===== src/apcm_regs.vh =====
`ifndef APCM_REGS_VH
`define APCM_REGS_VH
`define APCM_WORD_BITS 8
`define APCM_BIT_CNT_W 4
`define APCM_SIGN_POS 7
`define APCM_SEG_MSB 6
`define APCM_SEG_LSB 4
`define APCM_STEP_MSB 3
`define APCM_STEP_LSB 0
`define APCM_IDLE_WORD 8'h80
`define APCM_RX_GAP_MCLK 17
`define APCM_MCLK_DIV 12
`define APCM_MCLK_CNT_W 4
`endif


===== src/apcm_serial_port.v =====
`timescale 1ns/100ps
`include "apcm_regs.vh"

// Behaviour
// conversion clock unrelated to syncs and clocks
// tx sync rise enables output, starts conversion
// shift output bits on tx clock rise
// drive output only while tx sync high
// tx sync fall tri-states output
// controller holds tx sync low one period
// unload 8-bit register at tx clock rate
// late tx sync rise gives first shift edge
// receive bits on rx clock, sync synchronous
// controller drops rx sync before ninth edge
// decode word only after rx sync falls
// controller holds rx sync low seventeen periods
// capture input bit on gated rx clock rise
// late rx sync rise gives first capture edge
// word is sign, three segment, four step
// segment codes 101 100 111 110 001 000 011 010
// smallest step twice, then doubling per segment
// sign one positive, zero negative
// received word uses same field meanings
// syncs return low between words
// offset null before each conversion, sign untouched; code pulses null_cycle_o in the same cycle as conv_start_o
// controller repeats syncs at 8 kHz
// first rx bit loaded with sync and clock high
// words travel msb first, sign leading
module apcm_serial_port (
  input wire clk_i,
  input wire reset_i,
  input wire tx_frame_sync_i,
  input wire tx_bit_clock_i,
  input wire rx_frame_sync_i,
  input wire rx_bit_clock_i,
  input wire rx_data_i,
  input wire sample_sign_i,
  input wire [11:0] sample_mag_i,
  output reg tx_data_o,
  output reg tx_data_oe_o,
  output reg conv_start_o,
  output reg null_cycle_o,
  output reg [7:0] rx_word_o,
  output reg rx_word_valid_o,
  output reg rx_sign_o,
  output reg [11:0] rx_mag_o
);

  // two-flop synchronisers for every link pin (syncs, clocks, rx data)
  reg [1:0] txs_s;
  reg [1:0] txc_s;
  reg [1:0] rxs_s;
  reg [1:0] rxc_s;
  reg [1:0] rxd_s;
  reg txs_d;
  reg txc_d;
  reg rxs_d;
  reg rxc_d;

  always @(posedge clk_i or posedge reset_i)
  begin
    if (reset_i)
    begin
      txs_s <= 2'b00;
      txc_s <= 2'b00;
      rxs_s <= 2'b00;
      rxc_s <= 2'b00;
      rxd_s <= 2'b00;
      txs_d <= 1'b0;
      txc_d <= 1'b0;
      rxs_d <= 1'b0;
      rxc_d <= 1'b0;
    end
    else
    begin
      txs_s <= {txs_s[0], tx_frame_sync_i};
      txc_s <= {txc_s[0], tx_bit_clock_i};
      rxs_s <= {rxs_s[0], rx_frame_sync_i};
      rxc_s <= {rxc_s[0], rx_bit_clock_i};
      rxd_s <= {rxd_s[0], rx_data_i};
      txs_d <= txs_s[1];
      txc_d <= txc_s[1];
      rxs_d <= rxs_s[1];
      rxc_d <= rxc_s[1];
    end
  end

  wire tx_sync = txs_s[1];
  wire tx_sync_rise = tx_sync & ~txs_d;
  wire tx_sync_fall = ~tx_sync & txs_d;
  wire tx_clk_rise = txc_s[1] & ~txc_d;
  wire rx_sync = rxs_s[1];
  wire rx_sync_rise = rx_sync & ~rxs_d;
  wire rx_sync_fall = ~rx_sync & rxs_d;
  wire rx_clk_rise = rxc_s[1] & ~rxc_d;

  // conversion clock: divided enable, no relation to the link clocks
  reg [`APCM_MCLK_CNT_W-1:0] mclk_cnt;
  wire mclk_en = (mclk_cnt == `APCM_MCLK_CNT_W'd0);

  always @(posedge clk_i or posedge reset_i)
  begin
    if (reset_i)
      mclk_cnt <= `APCM_MCLK_CNT_W'd0;
    else if (mclk_cnt == `APCM_MCLK_DIV - 1)
      mclk_cnt <= `APCM_MCLK_CNT_W'd0;
    else
      mclk_cnt <= mclk_cnt + `APCM_MCLK_CNT_W'd1;
  end

  // a-law compressor of a 12-bit magnitude
  function [6:0] apcm_compress;
    input [11:0] mag;
    reg [2:0] seg;
    reg [3:0] step;
    begin
      seg = 3'd7;
      step = mag[10:7];
      if (mag[11])
      begin
        seg = 3'd7;
        step = 4'hf;
      end
      else if (mag[10])
        step = mag[9:6];
      else if (mag[9])
      begin
        seg = 3'd6;
        step = mag[8:5];
      end
      else if (mag[8])
      begin
        seg = 3'd5;
        step = mag[7:4];
      end
      else if (mag[7])
      begin
        seg = 3'd4;
        step = mag[6:3];
      end
      else if (mag[6])
      begin
        seg = 3'd3;
        step = mag[5:2];
      end
      else if (mag[5])
      begin
        seg = 3'd2;
        step = mag[4:1];
      end
      else
      begin
        seg = {2'b00, mag[4]};
        step = mag[3:0];
      end
      if (~mag[11] & ~mag[10] & ~mag[9] & ~mag[8] & ~mag[7] & ~mag[6] & ~mag[5])
        seg = {2'b00, mag[4]};
      apcm_compress = {seg ^ 3'b101, step};
    end
  endfunction

  // a-law expander to a 12-bit magnitude (midpoint of the step in segments 2 to 7, step value in segment 0, 16 plus step in segment 1)
  function [11:0] apcm_expand;
    input [6:0] code;
    reg [2:0] seg;
    reg [11:0] base;
    begin
      seg = code[6:4] ^ 3'b101;
      base = {7'h00, code[3:0], 1'b1};
      if (seg == 3'd0)
        apcm_expand = {8'h00, code[3:0]};
      else if (seg == 3'd1)
        apcm_expand = {7'h00, 1'b1, code[3:0]};
      else
        apcm_expand = (base | 12'h020) << (seg - 3'd2);
    end
  endfunction

  // transmit side
  reg [`APCM_WORD_BITS-1:0] tx_shift;
  reg [`APCM_BIT_CNT_W-1:0] tx_cnt;
  reg conv_pend;
  reg first_edge;

  always @(posedge clk_i or posedge reset_i)
  begin
    if (reset_i)
    begin
      tx_shift <= `APCM_IDLE_WORD;
      tx_cnt <= `APCM_BIT_CNT_W'd0;
      tx_data_o <= 1'b0;
      tx_data_oe_o <= 1'b0;
      conv_pend <= 1'b0;
      conv_start_o <= 1'b0;
      null_cycle_o <= 1'b0;
      first_edge <= 1'b0;
    end
    else
    begin
      conv_start_o <= 1'b0;
      null_cycle_o <= 1'b0;
      if (tx_sync_rise)
      begin
        tx_data_oe_o <= 1'b1;
        conv_pend <= 1'b1;
        first_edge <= 1'b1;
        tx_cnt <= `APCM_BIT_CNT_W'd0;
        // the sync edge itself presents the first bit
        tx_data_o <= tx_shift[`APCM_SIGN_POS];
      end
      else if (tx_sync_fall | ~tx_sync)
        tx_data_oe_o <= 1'b0;
      else if (tx_clk_rise && tx_cnt < `APCM_WORD_BITS - 1)
      begin
        if (first_edge && txc_s[1] && txs_d)
          first_edge <= 1'b0;
        tx_cnt <= tx_cnt + `APCM_BIT_CNT_W'd1;
        tx_shift <= {tx_shift[`APCM_WORD_BITS-2:0], 1'b0};
        tx_data_o <= tx_shift[`APCM_WORD_BITS-2];
      end
      // offset null and conversion start pulse together on the next conversion-clock edge
      if (conv_pend && mclk_en)
      begin
        conv_pend <= 1'b0;
        null_cycle_o <= 1'b1;
        conv_start_o <= 1'b1;
        if (~tx_sync)
          tx_shift <= {sample_sign_i, apcm_compress(sample_mag_i)};
      end
      if (tx_sync_fall)
        tx_shift <= {sample_sign_i, apcm_compress(sample_mag_i)};
    end
  end

  // receive side
  reg [`APCM_WORD_BITS-1:0] rx_shift;
  reg [`APCM_BIT_CNT_W-1:0] rx_cnt;
  reg rx_slave;

  always @(posedge clk_i or posedge reset_i)
  begin
    if (reset_i)
    begin
      rx_shift <= {`APCM_WORD_BITS{1'b0}};
      rx_cnt <= `APCM_BIT_CNT_W'd0;
      rx_slave <= 1'b0;
      rx_word_o <= `APCM_IDLE_WORD;
      rx_word_valid_o <= 1'b0;
      rx_sign_o <= 1'b0;
      rx_mag_o <= 12'h000;
    end
    else
    begin
      rx_word_valid_o <= 1'b0;
      if (rx_sync_rise)
      begin
        rx_cnt <= `APCM_BIT_CNT_W'd0;
        if (rxc_s[1])
        begin
          // clock already high: sync edge is the first capture edge
          rx_slave <= rxd_s[1];
          rx_shift <= {rx_shift[`APCM_WORD_BITS-2:0], rxd_s[1]};
          rx_cnt <= `APCM_BIT_CNT_W'd1;
        end
      end
      else if (rx_sync && rx_clk_rise && rx_cnt < `APCM_WORD_BITS)
      begin
        rx_slave <= rxd_s[1];
        rx_shift <= {rx_shift[`APCM_WORD_BITS-2:0], rxd_s[1]};
        rx_cnt <= rx_cnt + `APCM_BIT_CNT_W'd1;
      end
      if (rx_sync_fall)
      begin
        rx_word_o <= rx_shift;
        rx_word_valid_o <= 1'b1;
        rx_sign_o <= rx_shift[`APCM_SIGN_POS];
        rx_mag_o <= apcm_expand(rx_shift[`APCM_SEG_MSB:`APCM_STEP_LSB]);
      end
    end
  end

endmodule


===== config.mk =====
export PLATFORM = sky130hd
export DESIGN_NAME = apcm_serial_port
export DESIGN_NICKNAME = d
export VERILOG_FILES = /design/src/apcm_serial_port.v
export VERILOG_INCLUDE_DIRS = /design/src
export SDC_FILE = /design/constraint.sdc
export NUM_CORES = 1
export LEC_CHECK = 0
export ABC_AREA = 1
export BUFFER_PORTS_ARGS = -buffer_cell sky130_fd_sc_hd__buf_2
export CORE_MARGIN = 2
export CORE_UTILIZATION = 55
export DETAILED_ROUTE_END_ITERATION = 8
export GPL_TIMING_DRIVEN = 0
export HOLD_SLACK_MARGIN = 0.06
export PLACE_DENSITY = 0.76
export SLEW_MARGIN = 0
export SYNTH_ARGS = -nofsm -noshare
export SYNTH_HDL_FRONTEND = slang
export SYNTH_SLANG_ARGS = --single-unit

===== constraint.sdc =====
create_clock -name clk_i -period 3.4 [get_ports clk_i]
set_clock_uncertainty 0.05 [all_clocks]
set_input_delay 1.02 -clock clk_i [delete_from_list [all_inputs] [get_ports clk_i]]
set_output_delay 1.02 -clock clk_i [all_outputs]
set_load 0.03 [all_outputs]

======== Word level (Yosys, flattened, before mapping) ========
Cells that the tools add are included.
word-level totals
  register bits ........................... 68
  bits of input ports ..................... 20
  output and inout port bits .............. 26
  logic and storage cells ................. 119
operators by class
  add/sub/neg operators ................... 4
  $lt $le $gt $ge ......................... 2
  equal/unequal tests ..................... 4
  shift operators ......................... 1
  multiplexer cells ....................... 45
  bitwise gates (word level) .............. 29
  reductions and logical operators ........ 12
operator list
  kind                 number
  $mux 8               9
  $mux 4               13
  $mux 3               9
  $mux 12              2
  $not 1->1            13
  $add 4x1->4 const B  3
  $and 1x1->1          12
  $shl 6x3->12         1
  $mux 1               10
  $reduce_bool 2->1    4
  $not 2->2            3
  $eq 4x4->1 const B   1
  $logic_and 1x1->1    4
  $logic_not 4->1      1
  $lt 4x3->1 const B   1
  $lt 4x4->1 const B   1
  $mux 2               2
  $ne 2x2->1 const B   2
  $reduce_and 2->1     2
  $eq 3x1->1 const B   1
  $logic_not 3->1      1
  $sub 3x2->3 const B  1
  $or 1x1->1           1

======== Depth between registers and ports, before layout ========
Gate-level depths: netlist of run 1.
  word-level depth ........................ 14
  mapped depth ............................ 11
  gate-level depth less buffers ........... 11

======== Least setup slack after synthesis of run 1 ========
OpenSTA, ideal clock, no wires.
  path kind ............................... input-to-reg
  start ................................... input port sample_mag_i[6]
  end ..................................... register tx_shift[4]
  setup time .............................. 0.117 ns
  data arrival time ....................... 1.698 ns
  required time ........................... 3.233 ns
  path slack .............................. 1.535 ns
  stages .................................. 7
  buffers on the path ..................... 1
  cell sequence ........................... buf_2 nor2_4 inv_1 nor3_1 nor2_1 nor2_1 nor2_1
on the way
  cells in the longest elaborated chain, start to end .. 13
  elaborated cells between the ends (all ways) .. 18
  classes of those cells .................. 13 x mux; 5 x bitwise
RTL lines
  item                        RTL line                source
  from (decl)                 apcm_serial_port.v:38   input wire [11:0] sample_mag_i,
  $mux 2                      apcm_serial_port.v:141  else if (mag[6])
  $mux 3                      apcm_serial_port.v:136  else if (mag[7])
  $mux 3                      apcm_serial_port.v:131  else if (mag[8])
  $mux 3                      apcm_serial_port.v:126  else if (mag[9])
  $mux 3                      apcm_serial_port.v:124  else if (mag[10])
  $mux 3                      apcm_serial_port.v:119  if (mag[11])
  $mux 3 (*)                  apcm_serial_port.v:156  if (~mag[11] & ~mag[10] & ~mag[9] & ~mag[8] & ~mag[7] & ~mag[6] & ~mag[5])
  $mux 3                      apcm_serial_port.v:227  if (~tx_sync)
  $mux 3                      apcm_serial_port.v:222  if (conv_pend && mclk_en)
  $not 2->2 (no source line)  --
  $mux 8                      apcm_serial_port.v:227
  $mux 8                      apcm_serial_port.v:222
  $mux 8 (*)                  apcm_serial_port.v:230  if (tx_sync_fall)
  to (signal assigned)        apcm_serial_port.v:218  tx_shift <= {tx_shift[`APCM_WORD_BITS-2:0], 1'b0};
  to (signal assigned)        apcm_serial_port.v:228  tx_shift <= {sample_sign_i, apcm_compress(sample_mag_i)};
  to (signal assigned)        apcm_serial_port.v:231  tx_shift <= {sample_sign_i, apcm_compress(sample_mag_i)};
  to (decl)                   apcm_serial_port.v:180  reg [`APCM_WORD_BITS-1:0] tx_shift;
Every way passes the cells marked *; elsewhere a longest branch is shown, timed or not. The select of a mux whose other input is x is not followed.
A chain may end at the register's enable or synchronous reset.

======== Final worst setup path of run 1 ========
  start ................................... register rx_word_o[7]
  end ..................................... output port rx_word_o[7]
RTL lines
  item                    RTL line                source
  from (decl)             apcm_serial_port.v:43   output reg [7:0] rx_word_o,
  from (signal assigned)  apcm_serial_port.v:247  rx_word_o <= `APCM_IDLE_WORD;
  from (signal assigned)  apcm_serial_port.v:274  rx_word_o <= rx_shift;
No word-level cell between the ends.

==> results.yml, run 1 <==
synth:
  avgSynthCellArea_sq_um: 8.35
  dominantRegCellSynth: "dfrtp_1"
  synth-edff-count: 0
  ys_seq_area_frac: 0.513
  yosysUniqueCellTypes: 37
  synthArstFlopShare: 1.00
  ys_warn_count: 0
  syn-cell-area_sq_um: 3320
  synthCells: 398
  syn-num-nets: 422
  synth-seq-cells: 68
clock_network:
  htree_levels: 3
  clk_path_buf_depth: 2
  clkLatencyLatePin_ps: 350
  cts_buffers: 9
  post_cts.repair.setup_buffers: 0
  cts_tree: "built"
  clk_pin_slew_ps: 80
  holdBufCountCts: 0
  cts_resized: 0
  cts_sinks: 68
  root_buffer: "clkbuf_8"
die:
  rows: 28
  core_area_sq_um: 5890
  die_area_sq_um: 6680
  fp.dieH_um: 81.7
  start_util: 0.565
  fp.dieW_um: 81.7
  io_pins: 46
timing:
  fmax_ghz: 0.471
  finalHoldViolations: 0
  hold-worst-slack_ps: 295
  setup_violations: 0
  period_minus_slack_ps: 2120
  fin_crit_sh: 0.625
  slew_headroom: 0.651
  tightestPinTransition_ps: 522
  layout_setup_ws_ps: 1280
  rsz0062_at_grt: "false"
  slew_violations: 0
global_routing:
  grt_pass1_wl_mm: 11.0
  grt_antenna_before_repair: 0
  grt_overflow: 0
  gr-usage-met1: 0.276
  grt_max_degree: 45
  use_met2: 0.346
  grt_util_all_layers: 0.214
  busiest_layer: "met2"
  grtUsageMet3: 0.0560
  grt_pass1_vias: 2515
detailed_routing:
  via_per_inst: 5.06
  via_count: 2698
  detail-route-antenna-nets: 0
  drt_iter0_markers: 186
  wl_per_cell_um: 11.7
  drt_wl_total_mm: 6.25
  dr.pass1.iters: 4
  drc: 0
worst_setup_path:
  crit_required_ps: 2330
  path_max_fanout: 2
  path_class: "flop to primary output"
  cpPeakStageDelay_ps: 530
  critPathArrivalTime_ps: 1050
  cp_top_family: "flip-flops"
  end_kind: "primary output"
  cp_slowest_cell: "dfstp_2"
  startpoint_type: "flop"
  worstPathCellList: "buf_2"
  critical_path_buf_inv_count: 1
final_layout:
  num-nets-final: 477
  drive_above_1_share: 0.240
  final_cells: 533
  area_delta_synth_final_pct: 17.1
  diodes: 0
  utilization: 0.661
place:
  pre_cts_ws_ps: 1370
  hpwl_mm: 4.59
  place_congestion: 0.865
  dp.cells: 517
  portBuffers: 43
power_and_ir_drop:
  power_per_cell_area_nw_per_um2: 632
  vdd_drop_max_mv: 0.403
  power.leakage_nw: 2.03
  power_mw: 2.46
worst_hold_path:
  hold_class: "flop to flop"
status:
  status: "complete, no violations"
flow_run:
  max-cap-violations: 0
## layer usage
layer	part of all wire	vias to the layer above
met1	0.46	1254
met2	0.47	64
met5	0	-
li1	-	1370
met4	0.020	0
met3	0.047	10
## cell usage after synthesis, types with 2 or more instances
library cell / count / area [sq um]
a21oi_1: 9 / 45.0
buf_2: 4 / 20.0
buf_4: 3 / 22.5
clkinv_1: 2 / 7.51
dfrtp_1: 66 / 1650
dfstp_2: 2 / 52.6
ha_1: 4 / 50.1
inv_1: 42 / 158
inv_2: 9 / 33.8
nand2_1: 117 / 439
nand2_2: 6 / 37.5
nand2_4: 2 / 22.5
nand3_1: 28 / 140
nand4_1: 2 / 12.5
nor2_1: 34 / 128
nor2_2: 4 / 25.0
nor2_4: 6 / 67.6
nor3_1: 6 / 30.0
o211ai_1: 4 / 30.0
o21ai_0: 13 / 65.1
o21ai_1: 13 / 65.1
o21ai_2: 7 / 61.3
## flip-flops by register name, indices dropped and copies added, names as in the netlist, 2 cells and up
name / cells
rx_mag_o: 12
rx_cnt: 4
rxd_s: 2
tx_shift: 8
rx_word_o: 8
mclk_cnt: 4
tx_cnt: 4
rx_shift: 8
txc_s: 2
rxc_s: 2
rxs_s: 2
txs_s: 2
## cell families (layout without fill, tap and decap cells)
| logic type | Yosys count | count (layout) | synth area share |
|---|---|---|---|
| XOR/XNOR | 1 | 1 | 0.00264 |
| buffers and inverters | 62 | 122 | 0.0821 |
| flip-flops | 68 | 68 | 0.513 |
| AND/OR/NAND/NOR | 212 | 212 | 0.296 |
| AO/OA/AOI/OAI | 51 | 51 | 0.0915 |
| adder cells (fa/ha/maj) | 4 | 4 | 0.0151 |
## final timing paths
check	startpoint	end	slack [ps]	cells past startpoint
min in group asynchronous	reset_i	mclk_cnt[0]	660	2
max in group asynchronous	reset_i	rx_shift[0]	2040	3
setup reg to reg	tx_cnt[0]	tx_shift[2]	1870	7
hold / removal	rxd_s[0]	rxd_s[1]	290	0
setup / recovery	rx_word_o[7]	rx_word_o[7]	1280	1
hold reg to reg	rxd_s[0]	rxd_s[1]	290	0
## where the power goes
part | switching [mW] | internal, mW
clock | 0.306 | 0.488
sequential | 0.0869 | 0.937
combinational | 0.434 | 0.205
total | 0.828 | 1.63
## area by class of cell
cell class	count	area, sq um
Buffer	9	73.8
Clock buffer	10	128
Clock inverter	6	113
Fill cell	491	1990
Inverter	53	199
Multi-Input combinational cell	268	1350
Sequential cell	68	1700
Tap cell	75	93.8
Timing Repair Buffer	44	235
## metrics by stage
| step | instance area (sq um) | TNS, ps |
|---|---|---|
| floorplan | 3320 | 0 |
| CTS | 3890 | 0 |
| finish | 3890 | 0 |
| detailed placement | 3650 | 0 |
| global route | 3890 | 0 |
| global placement | 3630 | -9620 |
## layout by cell type, fill, tap and decap left out, types with 2 or more instances in the layout
cell type	n
bufinv_16	3
nand2_2	6
nand3_1	28
buf_4	3
clkbuf_8	9
nor2_4	6
nand2_4	2
o21ai_2	7
a21oi_1	9
o21ai_0	13
o211ai_1	4
dfstp_2	2
clkinv_4	2
inv_1	41
nor3_1	6
buf_2	47
buf_12	2
inv_2	10
nor2_2	4
dfrtp_1	66
nor2_1	34
nand2_1	117
o21ai_1	13
clkinv_1	2
ha_1	4
nand4_1	2
No activity file was read; power rests on OpenSTA's default activity.
==> run 2, diff against run 1 <==
--- a/config.mk
+++ b/config.mk
@@ -9,11 +9,11 @@
 export ABC_AREA = 1
 export BUFFER_PORTS_ARGS = -buffer_cell sky130_fd_sc_hd__buf_2
 export CORE_MARGIN = 2
-export CORE_UTILIZATION = 55
+export CORE_UTILIZATION = 52
 export DETAILED_ROUTE_END_ITERATION = 8
 export GPL_TIMING_DRIVEN = 0
 export HOLD_SLACK_MARGIN = 0.06
-export PLACE_DENSITY = 0.76
+export PLACE_DENSITY = 0.75
 export SLEW_MARGIN = 0
 export SYNTH_ARGS = -nofsm -noshare
 export SYNTH_HDL_FRONTEND = slang
==> constraint.sdc (replaced) <==
create_clock -name clk_i -period 1.95 [get_ports clk_i]
set_clock_uncertainty 0.05 [all_clocks]
set_input_delay 0.585 -clock clk_i [delete_from_list [all_inputs] [get_ports clk_i]]
set_output_delay 0.585 -clock clk_i [all_outputs]
set_load 0.03 [all_outputs]
==> run 2 against run 1 <==
Effect of this change:
- via count decreased by 0.11%
- critical path depth unchanged
- clock-buffer cell count increased by 2
- final cell count increased by 0.56%
- hold slack got worse by 130 ps
- register-to-register slack got worse by 1400 ps
- largest power group unchanged
- routed wire length increased by 0.29%
==> results.yml, run 2 (synthesis gave the netlist of run 1 again) <==
detailed_routing:
  drt_wl_total_mm: 6.27
  via_count: 2695
  via_per_inst: 5.03
  wl_met2_mm: 2.99
  drc: 0
  top_layer_used: "met4"
  wl_per_cell_um: 11.7
  detail-route-antenna-nets: 0
  drt_iter0_markers: 163
  wl_met3_um: 231
  wl_met1_mm: 2.89
  dr.pass1.iters: 4
die:
  start_util: 0.529
  fp.dieW_um: 83.9
  io_pins: 46
  fp.dieH_um: 83.9
  die_area_sq_um: 7050
  core_area_sq_um: 6280
  rows: 29
worst_setup_path:
  critical_path_buf_inv_count: 1
  crit_required_ps: 1310
  path_class: "flop to primary output"
  cp_top_family: "flip-flops"
  crit_start: "rx_word_o[7]"
  worstPathCellList: "buf_2"
  path_max_fanout: 2
  cp_slowest_cell: "dfstp_2"
  rrSetupSlack_ps: 430
  crit_cells: 1
  cpPeakStageDelay_ps: 530
  rr_worst_depth: 8
  startpoint_type: "flop"
  critPathArrivalTime_ps: 1060
  crit_end: "rx_word_o[7]"
  end_kind: "primary output"
  reg2reg_from: "tx_cnt[0]"
  r2r_end: "tx_shift[3]"
clock_network:
  clkLatencyLatePin_ps: 350
  holdBufCountCts: 0
  clk_pin_slew_ps: 70
  post_cts.repair.setup_buffers: 0
  cts_resized: 0
  root_buffer: "clkbuf_8"
  cts_tree: "built"
  htree_levels: 3
  cts_buffers: 9
  clk_path_buf_depth: 2
  cts_sinks: 68
final_layout:
  fillers: 542
  num-nets-final: 478
  top_register: "rx_mag_o"
  diodes: 0
  final_common_cell: "nand2_1"
  drive_above_1_share: 0.244
  area_delta_synth_final_pct: 18.0
  mostFrequentLayoutCells: "nand2_1, dfrtp_1, buf_2, inv_1, nor2_1"
  largest_reg_flops: 12
global_routing:
  grt_util_all_layers: 0.202
  grt_overflow: 0
  grt_antenna_before_repair: 0
  grt_max_degree: 29
  grt_pass1_vias: 2601
  grt_pass1_wl_mm: 11.4
place:
  pre_cts_ws_ps: 318
  place_congestion: 0.958
  portBuffers: 43
  hpwl_mm: 4.63
power_and_ir_drop:
  power.leakage_nw: 2.04
  vdd_drop_max_mv: 0.979
  power_per_cell_area_nw_per_um2: 1080
timing:
  tightestPinTransition_ps: 391
  setup_violations: 0
  period_minus_slack_ps: 1690
  timing.setup.tns_ps: 0
  finalHoldViolations: 0
  layout_setup_ws_ps: 258
  rsz0062_at_grt: "false"
  fin_crit_sh: 0.868
  hold-worst-slack_ps: 170
  fmax_ghz: 0.591
  slew_violations: 0
  slew_headroom: 0.739
flow_run:
  max-cap-violations: 0
worst_hold_path:
  hold_class: "primary input to asynchronous set/reset pin"
status:
  status: "complete, no violations"
-- run 2: changes by cell type in the layout (fill, tap and decap cells not counted) --
cell / change
buf_16: +1
clkinv_4: -2
clkbuf_8: +3
clkinv_2: +1
clkinvlp_4: +1
inv_2: -1
bufinv_16: -1
clkbuf_1: -1
-- run 2: worst min path at each step --
stage	cells after the start	slack [ps]	endpoint	from
finish	2	170	tx_cnt[0]	reset_i
global route	2	200	tx_cnt[0]	reset_i
CTS	2	170	tx_cnt[0]	reset_i
detailed placement	0	290	rxs_s[1]	rxs_s[0]
global placement	0	280	txc_s[1]	txc_s[0]
floorplan	0	280	rxc_s[1]	rxc_s[0]
-- run 2: layout make-up --
type	instances	area, sq um	area share
buffer	9	73.8	0.0188
multi-input combinational	268	1350	0.343
timing repair buffer	45	263	0.0670
clock inverter	4	70.1	0.0179
tap	77	96.3	0.0246
inverter	53	203	0.0517
clock buffer	12	165	0.0421
sequential	68	1700	0.435
-- run 2: where the power goes --
part / switching (mW) / internal [mW] / leakage [nW]
clock: 0.518 / 0.820 / 0.122
combinational: 0.749 / 0.364 / 1.07
sequential: 0.150 / 1.63 / 0.848
total: 1.42 / 2.82 / 2.04
-- run 2: routing by layer --
metal  up-vias  track usage
met4         0       0.0968
met1      1254        0.257
met5         -            0
met3        13       0.0356
li1       1369            -
met2        59        0.335
-- run 2: stage by stage --
step           utilization  std cells  total power [mW]  instance area, sq um
2_1_floorplan            -        398              2.62                  3330
3_5_place_dp         0.587        520              2.93                  3690
5_1_grt              0.625        536              4.48                  3920
4_1_cts              0.625        536              4.27                  3920
6_report             0.625        536              4.24                  3920
3_3_place_gp         0.580        518              2.89                  3640
-- run 2: worst register-to-register path, stage by stage (launching register included) --
cell and delay [ps]:
dfrtp_1 410, ha_1 220, nand2_1 140, nand3_4 130, nor2_4 220, nand2_1 90
nand3_1 90, nand2_1 60, inv_1 50
